--- config.mk ---
export PLATFORM = sky130hd
export DESIGN_NAME = buck_current_trim_registers
export DESIGN_NICKNAME = d
export VERILOG_FILES = /design/src/design/buck_trim_pkg.sv /design/src/design/buck_current_trim_registers.sv
export SDC_FILE = /design/constraint.sdc
export NUM_CORES = 1
export LEC_CHECK = 0
export ABC_AREA = 1
export BUFFER_PORTS_ARGS = -buffer_cell sky130_fd_sc_hd__buf_2
export CORE_ASPECT_RATIO = 0.6
export CORE_MARGIN = 2
export CORE_UTILIZATION = 54
export CTS_BUF_LIST = sky130_fd_sc_hd__clkbuf_16
export DETAILED_ROUTE_END_ITERATION = 10
export PLACE_DENSITY = 0.8
export SYNTH_ARGS = -nofsm -noshare
export SYNTH_HDL_FRONTEND = slang
export SYNTH_SLANG_ARGS = --single-unit
--- constraint.sdc ---
create_clock -name core_clk -period 1.6 [get_ports core_clk]
set_input_delay 0.32 -clock core_clk [delete_from_list [all_inputs] [get_ports core_clk]]
set_output_delay 0.32 -clock core_clk [all_outputs]
set_load 0.01 [all_outputs]
--- src/design/buck_trim_pkg.sv ---
// Constants and carrier types for the buck current-sense trimming word bank.
package buck_trim_pkg;

   localparam int WORD_W = 10;
   localparam int ADDR_W = 5;
   localparam int CONST_W = 7;
   localparam int FIELD_W = 4;

   // Word offsets on the serial register map.
   localparam logic [4:0] OFS_RANGE_FIVE_HOT_TRIM = 5'h18;
   localparam logic [4:0] OFS_RANGE_DELTA_TWO_ONE = 5'h19;
   localparam logic [4:0] OFS_RANGE_DELTA_FOUR_THREE = 5'h1a;
   localparam logic [4:0] OFS_TEMP_COEFF_CHANNEL_ONE = 5'h1b;
   localparam logic [4:0] OFS_TEMP_COEFF_CHANNEL_TWO = 5'h1c;
   localparam logic [4:0] OFS_UNUSED_TEMP_COEFF = 5'h1d;

   // Field positions inside a word.
   localparam int POS_PARITY = 8;
   localparam int POS_HIGH_FIELD = 4;
   localparam int POS_LOW_FIELD = 0;

   // Reset values.
   localparam logic [9:0] UNUSED_TEMP_COEFF_RESET = 10'h000;
   localparam logic [9:0] READ_DATA_RESET = 10'h000;
   localparam logic [3:0] SPARE_COEFF_RESET = 4'h0;

   // Per-channel trim set, selected by the bank-select bit.
   typedef struct packed {
      logic [6:0] range_five_hot_constant;
      logic [3:0] range_delta_four;
      logic [3:0] range_delta_three;
      logic [3:0] range_delta_two;
      logic [3:0] range_delta_one;
   } trim_bank_type;

   // Temperature coefficients, not banked.
   typedef struct packed {
      logic [3:0] ch2_high_range_coeff;
      logic [3:0] ch2_low_range_coeff;
      logic [3:0] ch1_high_range_coeff;
      logic [3:0] ch1_low_range_coeff;
   } coeff_set_type;

endpackage

--- src/design/buck_current_trim_registers.sv ---
// Read-only trimming word bank for the peak-current sensing of two buck channels.
`timescale 1ns/1ps
module buck_current_trim_registers (
   input wire logic core_clk,
   input wire logic reset,
   input wire logic clk_en,
   input wire logic bank_select,
   input wire logic rd_en,
   input wire logic [4:0] rd_addr,
   input wire logic wr_en,
   input wire logic [4:0] wr_addr,
   input wire buck_trim_pkg::trim_bank_type trim_ch1,
   input wire buck_trim_pkg::trim_bank_type trim_ch2,
   input wire buck_trim_pkg::coeff_set_type coeff_in,
   output logic [9:0] rd_data_r,
   output logic rd_valid_r,
   output logic addr_hit_r,
   output logic wr_refused_r
);

   buck_trim_pkg::trim_bank_type bank_r [2];
   buck_trim_pkg::coeff_set_type coeff_r;
   buck_trim_pkg::trim_bank_type bank_view;
   logic [9:0] rd_data_nxt;
   logic hit_nxt;

   // Odd parity in bit 8, bit 9 forced low.
   function automatic logic [9:0] pack_word(input logic [7:0] payload);
      pack_word = {1'b0, ~^payload, payload};
   endfunction

   function automatic logic trim_addr(input logic [4:0] a);
      trim_addr = (a >= buck_trim_pkg::OFS_RANGE_FIVE_HOT_TRIM) &&
                  (a <= buck_trim_pkg::OFS_UNUSED_TEMP_COEFF);
   endfunction

   // Trim is captured while reset is held, so the words are valid from the
   // first edge after release; nothing writes them afterwards.
   always_ff @(posedge core_clk) begin
      if (reset) begin
         bank_r[0] <= trim_ch1;
         bank_r[1] <= trim_ch2;
         coeff_r <= coeff_in;
      end
   end

   // The selected bank is looked up at read time, so no stale copy exists.
   always_comb begin
      bank_view = bank_select ? bank_r[1] : bank_r[0];
   end

   always_comb begin
      rd_data_nxt = buck_trim_pkg::READ_DATA_RESET;
      hit_nxt = trim_addr(rd_addr);
      unique case (rd_addr)
         buck_trim_pkg::OFS_RANGE_FIVE_HOT_TRIM: begin
            rd_data_nxt = pack_word({1'b0, bank_view.range_five_hot_constant});
         end
         buck_trim_pkg::OFS_RANGE_DELTA_TWO_ONE: begin
            rd_data_nxt = pack_word({bank_view.range_delta_two,
                                     bank_view.range_delta_one});
         end
         buck_trim_pkg::OFS_RANGE_DELTA_FOUR_THREE: begin
            rd_data_nxt = pack_word({bank_view.range_delta_four,
                                     bank_view.range_delta_three});
         end
         buck_trim_pkg::OFS_TEMP_COEFF_CHANNEL_ONE: begin
            rd_data_nxt = pack_word({coeff_r.ch1_high_range_coeff,
                                     coeff_r.ch1_low_range_coeff});
         end
         buck_trim_pkg::OFS_TEMP_COEFF_CHANNEL_TWO: begin
            rd_data_nxt = pack_word({coeff_r.ch2_high_range_coeff,
                                     coeff_r.ch2_low_range_coeff});
         end
         buck_trim_pkg::OFS_UNUSED_TEMP_COEFF: begin
            // Parity is deliberately not applied: this word reads all zero.
            rd_data_nxt = buck_trim_pkg::UNUSED_TEMP_COEFF_RESET;
         end
         default: begin
            rd_data_nxt = buck_trim_pkg::READ_DATA_RESET;
         end
      endcase
   end

   always_ff @(posedge core_clk) begin
      if (reset) begin
         rd_data_r <= buck_trim_pkg::READ_DATA_RESET;
         rd_valid_r <= 1'b0;
         addr_hit_r <= 1'b0;
      end else if (clk_en) begin
         rd_valid_r <= rd_en;
         if (rd_en) begin
            rd_data_r <= rd_data_nxt;
            addr_hit_r <= hit_nxt;
         end
      end
   end

   // A write to a trimming word is only reported; storage has no write path.
   always_ff @(posedge core_clk) begin
      if (reset) begin
         wr_refused_r <= 1'b0;
      end else if (clk_en) begin
         wr_refused_r <= wr_en && trim_addr(wr_addr);
      end
   end
endmodule

==> results of run 1 <==
==> worst paths after layout <==
path           startpoint       endpoint  slack [ns]  cells after the start
min          trim_ch1[17]  bank_r[0][17]        0.15                      1
min reg2reg    rd_valid_r     rd_valid_r        0.47                      2
max           coeff_r[10]   rd_data_r[8]        0.11                     10
max reg2reg   coeff_r[10]   rd_data_r[8]        0.11                     10
==> sequential cells by signal, summed over array words and instances (netlist names) <==
name and count:
bank_r 46, coeff_r 16, rd_data_r 9, addr_hit_r 1, rd_valid_r 1, wr_refused_r 1
==> layout make-up <==
type | count | area, um^2
Clock buffer | 9 | 225
Clock inverter | 7 | 55.1
Fill cell | 493 | 1860
Inverter | 67 | 251
Multi-Input combinational cell | 296 | 1360
Sequential cell | 74 | 2100
Tap cell | 87 | 109
Timing Repair Buffer | 127 | 771
==> worst register-to-register path: stages (launching register included) <==
cell and delay [ns]:
edfxtp_1 0.46, xnor2_1 0.24, nand2_1 0.10, nand2_2 0.08, nand2_1 0.05, nand3_1 0.07
nand2_1 0.05, inv_1 0.05, nand2_1 0.05, o21ai_1 0.13, a21oi_1 0.07
==> synthesized netlist by cell type (all sizes together) <==
master    n  area, um^2
a21oi     6        30.0
a221oi    7        61.3
a31oi     7        43.8
buf      11         114
clkinv    2        7.51
conb      1        3.75
dfxtp    12         240
edfxtp   62        1860
inv      65         244
nand2   217         832
nand3    15        85.1
nand4     1        6.26
nor2      2        7.51
o21ai    18        90.1
o22ai     6        37.5
xnor2     8        70.1
xor2      8        70.1
==> layer usage <==
| metal | wire [um] | track usage, % | vias up |
|---|---|---|---|
| li1 | - | - | 1680 |
| met1 | 3760 | 29.4 | 1506 |
| met2 | 3910 | 36.4 | 129 |
| met3 | 698 | 8.80 | 18 |
| met4 | 140 | 5.96 | 0 |
| met5 | 0 | 0 | - |
==> where the power goes <==
group / switching [mW] / internal, mW
sequential: 0.0919 / 2.25
combinational: 0.440 / 0.365
clock: 0.715 / 1.18
==> per-stage QoR <==
step | cells | instance area [um^2]
after floorplan | 448 | 3800
after global placement | 644 | 4520
after detailed placement | 644 | 4520
after CTS | 660 | 4800
after global routing | 667 | 4870
final | 667 | 4870
==> repair_timing <==
| item | 4_1_cts | 5_1_grt |
|---|---|---|
| gates resized for setup | 0 | 10 |
| setup buffers | 0 | 7 |
| hold buffers | 0 | 0 |
| setup endpoints to repair | 0 | 1 |
==> kinds of logic after synthesis <==
logic type	count (synthesis)
compound gates	44
xor+xnor	16
buf+inv	78
flops	74
other cells	1
simple gates	235
==> cell usage in the layout (no fill, tap or decap), drive strengths merged, types with 2 or more instances in the layout <==
| cell | instances |
|---|---|
| a221oi | 7 |
| o21ai | 18 |
| clkinv | 5 |
| nand3 | 15 |
| edfxtp | 62 |
| xor2 | 8 |
| a31oi | 7 |
| o22ai | 6 |
| inv | 68 |
| xnor2 | 8 |
| dfxtp | 12 |
| nand2 | 217 |
| buf | 127 |
| nor2 | 2 |
| a21oi | 6 |
| clkbuf | 9 |
==> summary.txt, run 1 <==
Outcome
  • Status: finished clean

Layout
  • Utilization after layout: 72.4%
  • Area grow syn2layout: 28.1%
  • Diode count: 0
  • Layout cells sized above 1: about 28%
  • # nets final: 653

Yosys
  • Flops & latches, synth: 74
  • Syn Area/Cell: between 8 and 9 um^2
  • Number of distinct library cells after synthesis: 24
  • Syn Nets: 526
  • Synth Area in Compound Gates: 6.91%
  • Post-Syn Area: around 0.0038 mm^2
  • Largest family of logic cells by synthesized area: simple AND/OR/NAND/NOR gates
  • Ys Warns: 0
  • Simple-Gate Fraction of Synth Area: ~24%
  • XOR/XNOR share of the synthesized area: roughly 3.7%
  • Post-synthesis sequential area ratio: 55.2%
  • Adder-cell share of the synthesized area: 0%
  • Synth Instances: between 400 and 500
  • Post-synthesis mux area share: 0%

STA
  • Final slew viol count: 0
  • Hold slack: approximately 0.15 ns
  • Final worst slack: 0.113 ns
  • Final-report setup violation count: 0
  • Fin crit period: 1.49 ns
  • Clock Skews: 0.00394 ns
  • Final Hold Vio Count: 0
  • Fmax: 673 MHz
  • Setup_tns: 0 ns
  • Final period utilization: 92.9%

Worst setup path
  • Worst path required time: ~1.8 ns
  • CP Launch Type: flop
  • Critical path data arrival time: between 1.5 and 2 ns
  • Crit path buffers/inverters: 1
  • CP delay by family, top: flip-flops
  • Worst path max stage delay: 0.46 ns
  • Critical-path cell list: xnor2_1 -> nand2_1 -> nand2_2 -> nand2_1 -> nand3_1 -> nand2_1 -> inv_1 -> nand2_1 -> o21ai_1 -> a21oi_1
  • Slowest CP cell: edfxtp_1
  • Most frequent CP cell: nand2_1
  • Worst setup EP type: flop
  • CP max FO: 3
  • Critical path class: reg -> reg

Drt
  • Vias/cell: 5.00
  • Post-route DRC: 0
  • Via count: about 3300
  • Final ANT Viol Nets: 0
  • TritonRoute pass-1 iters: 5
  • Routed wire length per instance: 12.8 um
  • Detailed Route WL: 8510 um
  • Starting DRT DRC Count: 180

Floorplanning
  • Num rows: 23
  • DIE AREA: between 0.007 and 0.008 mm^2
  • Initial Utilization: 56.5%
  • Die width: 112 um
  • Core area: 0.00673 mm^2
  • Die Ht: around 70 um
  • Boundary Pins: 91

Pwr
  • Maximum VDD drop: 0.980 mV
  • Total power of the final layout: ~5 mW
  • Lkg Pwr: approximately 2.5 nW
  • Power per standard cell area: 1030 mW/mm^2

Placement
  • GP Congestion: approximately 0.85
  • I/O Buffers: 88
  • Place WS: -0.137 ns
  • HPWL Detailed: 6510 um

Clock network
  • Skew-Pair Late Insertion Delay: 0.34 ns
  • CTS max path bufs: 2
  • H-tree Lvls: 3
  • Clock Pin Slew Worst Setup and Hold Paths: 0.05 ns
  • CTS Buf Count: 9
  • CTS sink cnt: 74
  • Clock root buffer: clkbuf_16
  • CTS tree: done

GRT
  • Initial antenna violation count: 0
  • First-pass GRT wire length: approximately 14000 um
  • Number of global-route vias before repair: around 3100
  • GRT overflow: 0
  • Total Routing Usage GR: between 20% and 30%
  • Largest net degree at the start of global routing: 32

Worst hold path
  • HP Class: in -> reg

Flow run
  • Max Cap Violations: 0
Note: power is estimated with default switching activity, not from simulation.
==> inputs of run 2 (changes only) <==
--- a/config.mk
+++ b/config.mk
@@ -7,12 +7,13 @@
 export LEC_CHECK = 0
 export ABC_AREA = 1
 export BUFFER_PORTS_ARGS = -buffer_cell sky130_fd_sc_hd__buf_2
-export CORE_ASPECT_RATIO = 0.6
+export CORE_ASPECT_RATIO = 1.5
 export CORE_MARGIN = 2
 export CORE_UTILIZATION = 54
 export CTS_BUF_LIST = sky130_fd_sc_hd__clkbuf_16
 export DETAILED_ROUTE_END_ITERATION = 10
 export PLACE_DENSITY = 0.8
+export SETUP_SLACK_MARGIN = 0.3
 export SYNTH_ARGS = -nofsm -noshare
 export SYNTH_HDL_FRONTEND = slang
 export SYNTH_SLANG_ARGS = --single-unit
==> run 2 against run 1 <==
Final cell count down 2.2%. Final area shrank 0.10%. Largest power group unchanged. Fmax rose by 1.7%. Die area is 0.11% lower. Highest routed layer unchanged. Routed wire length shrank 2.2%. Sequential power about the same. Global-route usage fell by 0.29 points. Sequential share of layout area about the same. Register-to-register slack better by 0.02 ns. Total power grew 0.14%. Sequential cell count is the same.
==> summary.txt, run 2 (synthesis results as in run 1) <==
Outcome
  • Status: finished clean (unchanged)

Floorplanning
  • Boundary Pins: 91 (unchanged)
  • Initial Utilization: 55.5% (was 56.5%)
  • Core area: 0.00685 mm^2 (was 0.00673 mm^2)
  • Num rows: 37 (was 23)
  • DIE AREA: 0.00775 mm^2 (was 0.00776 mm^2)
  • Die width: 72.5 um (was 112 um)
  • Die Ht: 107 um (was 69.0 um)

Worst hold path
  • Hold EP: bank_r[0][16] (was bank_r[0][17])
  • HP Class: in -> reg (unchanged)
  • WHS Path Cells: 1 (unchanged)
  • Hold Startpoint: trim_ch1[16] (was trim_ch1[17])

Pwr
  • Clock power frac: 37.8% (was 37.5%)
  • Lkg Pwr: 2.46 nW (was 2.49 nW)
  • Internal: 3.79 mW (about the same)
  • Power per standard cell area: 1040 mW/mm^2 (was 1030 mW/mm^2)
  • Sw Pwr: 1.26 mW (was 1.25 mW)
  • Sw Ratio: 24.9% (was 24.7%)
  • Flop pwr share: 46.4% (was 46.5%)
  • Maximum VDD drop: 0.785 mV (was 0.980 mV)
  • Combinational Power Share: 15.8% (was 16.0%)

STA
  • Clock Skews: 0.00819 ns (was 0.00394 ns)
  • Final period utilization: 91.4% (was 92.9%)
  • Fin crit period: 1.46 ns (was 1.49 ns)
  • Final slew viol count: 0 (unchanged)
  • Final Hold Vio Count: 0 (unchanged)
  • Final-report setup violation count: 0 (unchanged)
  • RSZ-0062 raised after global routing: yes
  • Fmax: 684 MHz (was 673 MHz)

Worst setup path
  • CP Launch Type: flop (unchanged)
  • Worst path max stage delay: 0.41 ns (was 0.46 ns)
  • Worst setup EP type: flop (unchanged)
  • Crit path from: bank_r[0][22] (was coeff_r[10])
  • Slowest CP cell: edfxtp_1 (unchanged)
  • Critical path class: reg -> reg (unchanged)
  • Reg2reg end: rd_data_r[6] (was rd_data_r[8])
  • Reg2reg path depth: 5 (was 10)
  • Critical R2R Launch: bank_r[0][22] (was coeff_r[10])
  • Worst path required time: 1.79 ns (was 1.80 ns)
  • Critical-path cell list: o21ai_1 -> buf_4 -> o22ai_1 -> a221oi_1 -> a31oi_1 (was xnor2_1 -> nand2_1 -> nand2_2 -> nand2_1 -> nand3_1 -> nand2_1 -> inv_1 -> nand2_1 -> o21ai_1 -> a21oi_1)
  • Critical path data arrival time: 1.66 ns (was 1.69 ns)
  • R2R Setup Slk: 0.14 ns (was 0.11 ns)
  • CP max FO: 2 (was 3)

GRT
  • Total Routing Usage GR: 22.5% (was 22.8%)
  • Number of global-route vias before repair: 3101 (was 3137)
  • First-pass GRT wire length: 13300 um (was 13900 um)
  • GRT overflow: 0 (unchanged)
  • Initial antenna violation count: 0 (unchanged)
  • Largest net degree at the start of global routing: 43 (was 32)

Clock network
  • H-tree Lvls: 3 (unchanged)
  • CTS tree: done (unchanged)
  • Clock root buffer: clkbuf_16 (unchanged)
  • Skew-Pair Late Insertion Delay: 0.34 ns (about the same)
  • CTS Buf Count: 9 (unchanged)
  • Clock Pin Slew Worst Setup and Hold Paths: 0.06 ns (was 0.05 ns)
  • CTS max path bufs: 2 (unchanged)
  • CTS sink cnt: 74 (unchanged)

Layout
  • Commonest non-fill, non-tap cells in the layout: nand2_1 (200), buf_2 (87), edfxtp_1 (62), inv_1 (61), buf_4 (29) (was nand2_1 (203), buf_2 (88), inv_1 (63), edfxtp_1 (62), buf_4 (36))
  • Diode count: 0 (unchanged)
  • Biggest regs: bank_r: 46 flops, coeff_r: 16 flops, rd_data_r: 9 flops (unchanged)
  • Max reg flops: 46 (unchanged)
  • Non-filler cells, final: 652 (was 667)
  • Layout cells sized above 1: 29.1% (was 27.8%)
  • Area grow syn2layout: 28.0% (was 28.1%)
  • # nets final: 647 (was 653)
  • Utilization after layout: 71.1% (was 72.4%)
  • Commonest non-fill, non-tap cell in the layout: nand2_1 (unchanged)
  • Largest reg by FF count: bank_r (unchanged)

Placement
  • Cell Count Post-Placement: 630 (was 644)
  • HPWL Detailed: 6270 um (was 6510 um)
  • GP Congestion: 0.856 (was 0.855)
  • I/O Buffers: 88 (unchanged)

Drt
  • Post-route DRC: 0 (unchanged)
  • Final ANT Viol Nets: 0 (unchanged)
  • DRT met1 WL: 3160 um (was 3760 um)
  • Met2 wire length: 4390 um (was 3910 um)
  • Starting DRT DRC Count: 217 (was 180)
  • TritonRoute pass-1 iters: 4 (was 5)
  • Vias/cell: 5.07 (was 5.00)
  • Via count: 3307 (was 3333)
  • Max Used Layer: met4 (unchanged)
  • Met3 WL post-DR: 456 um (was 698 um)
  • Routed wire length per instance: 12.8 um (about the same)
  • Detailed Route WL: 8320 um (was 8510 um)

Flow run
  • Max Cap Violations: 0 (unchanged)
## run 2: cell type report
type | instances | area (um^2)
sequential | 74 | 2100
fill | 520 | 1980
multi-input combinational | 296 | 1400
timing repair buffer | 120 | 712
inverter | 67 | 268
clock buffer | 9 | 225
tap | 78 | 97.6
clock inverter | 7 | 62.6
timing repair inverter | 1 | 5.00
## run 2: power by group through the flow
| stage | clock (mW) | combinational [mW] | sequential [mW] |
|---|---|---|---|
| 6_report | 1.91 | 0.797 | 2.34 |
| 4_1_cts | 1.94 | 0.770 | 2.34 |
| 3_5_place_dp | 0 | 0.747 | 2.38 |
| 5_1_grt | 2.03 | 0.903 | 2.36 |
| 2_1_floorplan | 0 | 0.456 | 2.36 |
| 3_3_place_gp | 0 | 0.711 | 2.37 |
## run 2: per-stage QoR
step	setup TNS, ns	instance area, um^2	power [mW]	worst slack, ns	hold slack (ns)
after floorplan	0	3830	2.82	0.225	0.389
after global placement	-0.610	4470	3.09	-0.110	0.445
after detailed placement	-0.827	4470	3.13	-0.157	0.449
after CTS	0	4790	5.05	0.174	0.145
after global routing	0	4870	5.29	0.0352	0.143
final	0	4870	5.05	0.138	0.156
## run 2: timing repair
action                     4_1_cts  5_1_grt
gates resized for setup          7       17
cloned                           0        1
pin swaps                       11        7
setup buffers                    2        3
hold buffers                     0        0
setup endpoints to repair        9        9
## run 2: how the worst max path moves through the flow
| stage | to | slack [ns] | cells past startpoint |
|---|---|---|---|
| floorplan | rd_data_r[8] | 0.23 | 14 |
| global placement | rd_data_r[2] | -0.11 | 8 |
| detailed placement | rd_data_r[8] | -0.16 | 14 |
| CTS | rd_data_r[8] | 0.17 | 11 |
| global route | rd_data_r[8] | 0.04 | 12 |
| finish | rd_data_r[6] | 0.14 | 5 |
## run 2: critical path, delay by kind of cell (launching register included)
kind	cells	cell delay [ns]
DFF	1	0.41
buffers and inverters	1	0.14
AOI/OAI and AO/OA	4	0.78
## run 2: routing by layer
metal  vias to the layer above  GRT usage (%)
li1                       1669              -
met1                      1513           24.5
met2                       102           39.2
met3                        23           6.02
met4                         0           11.5
met5                         -              0
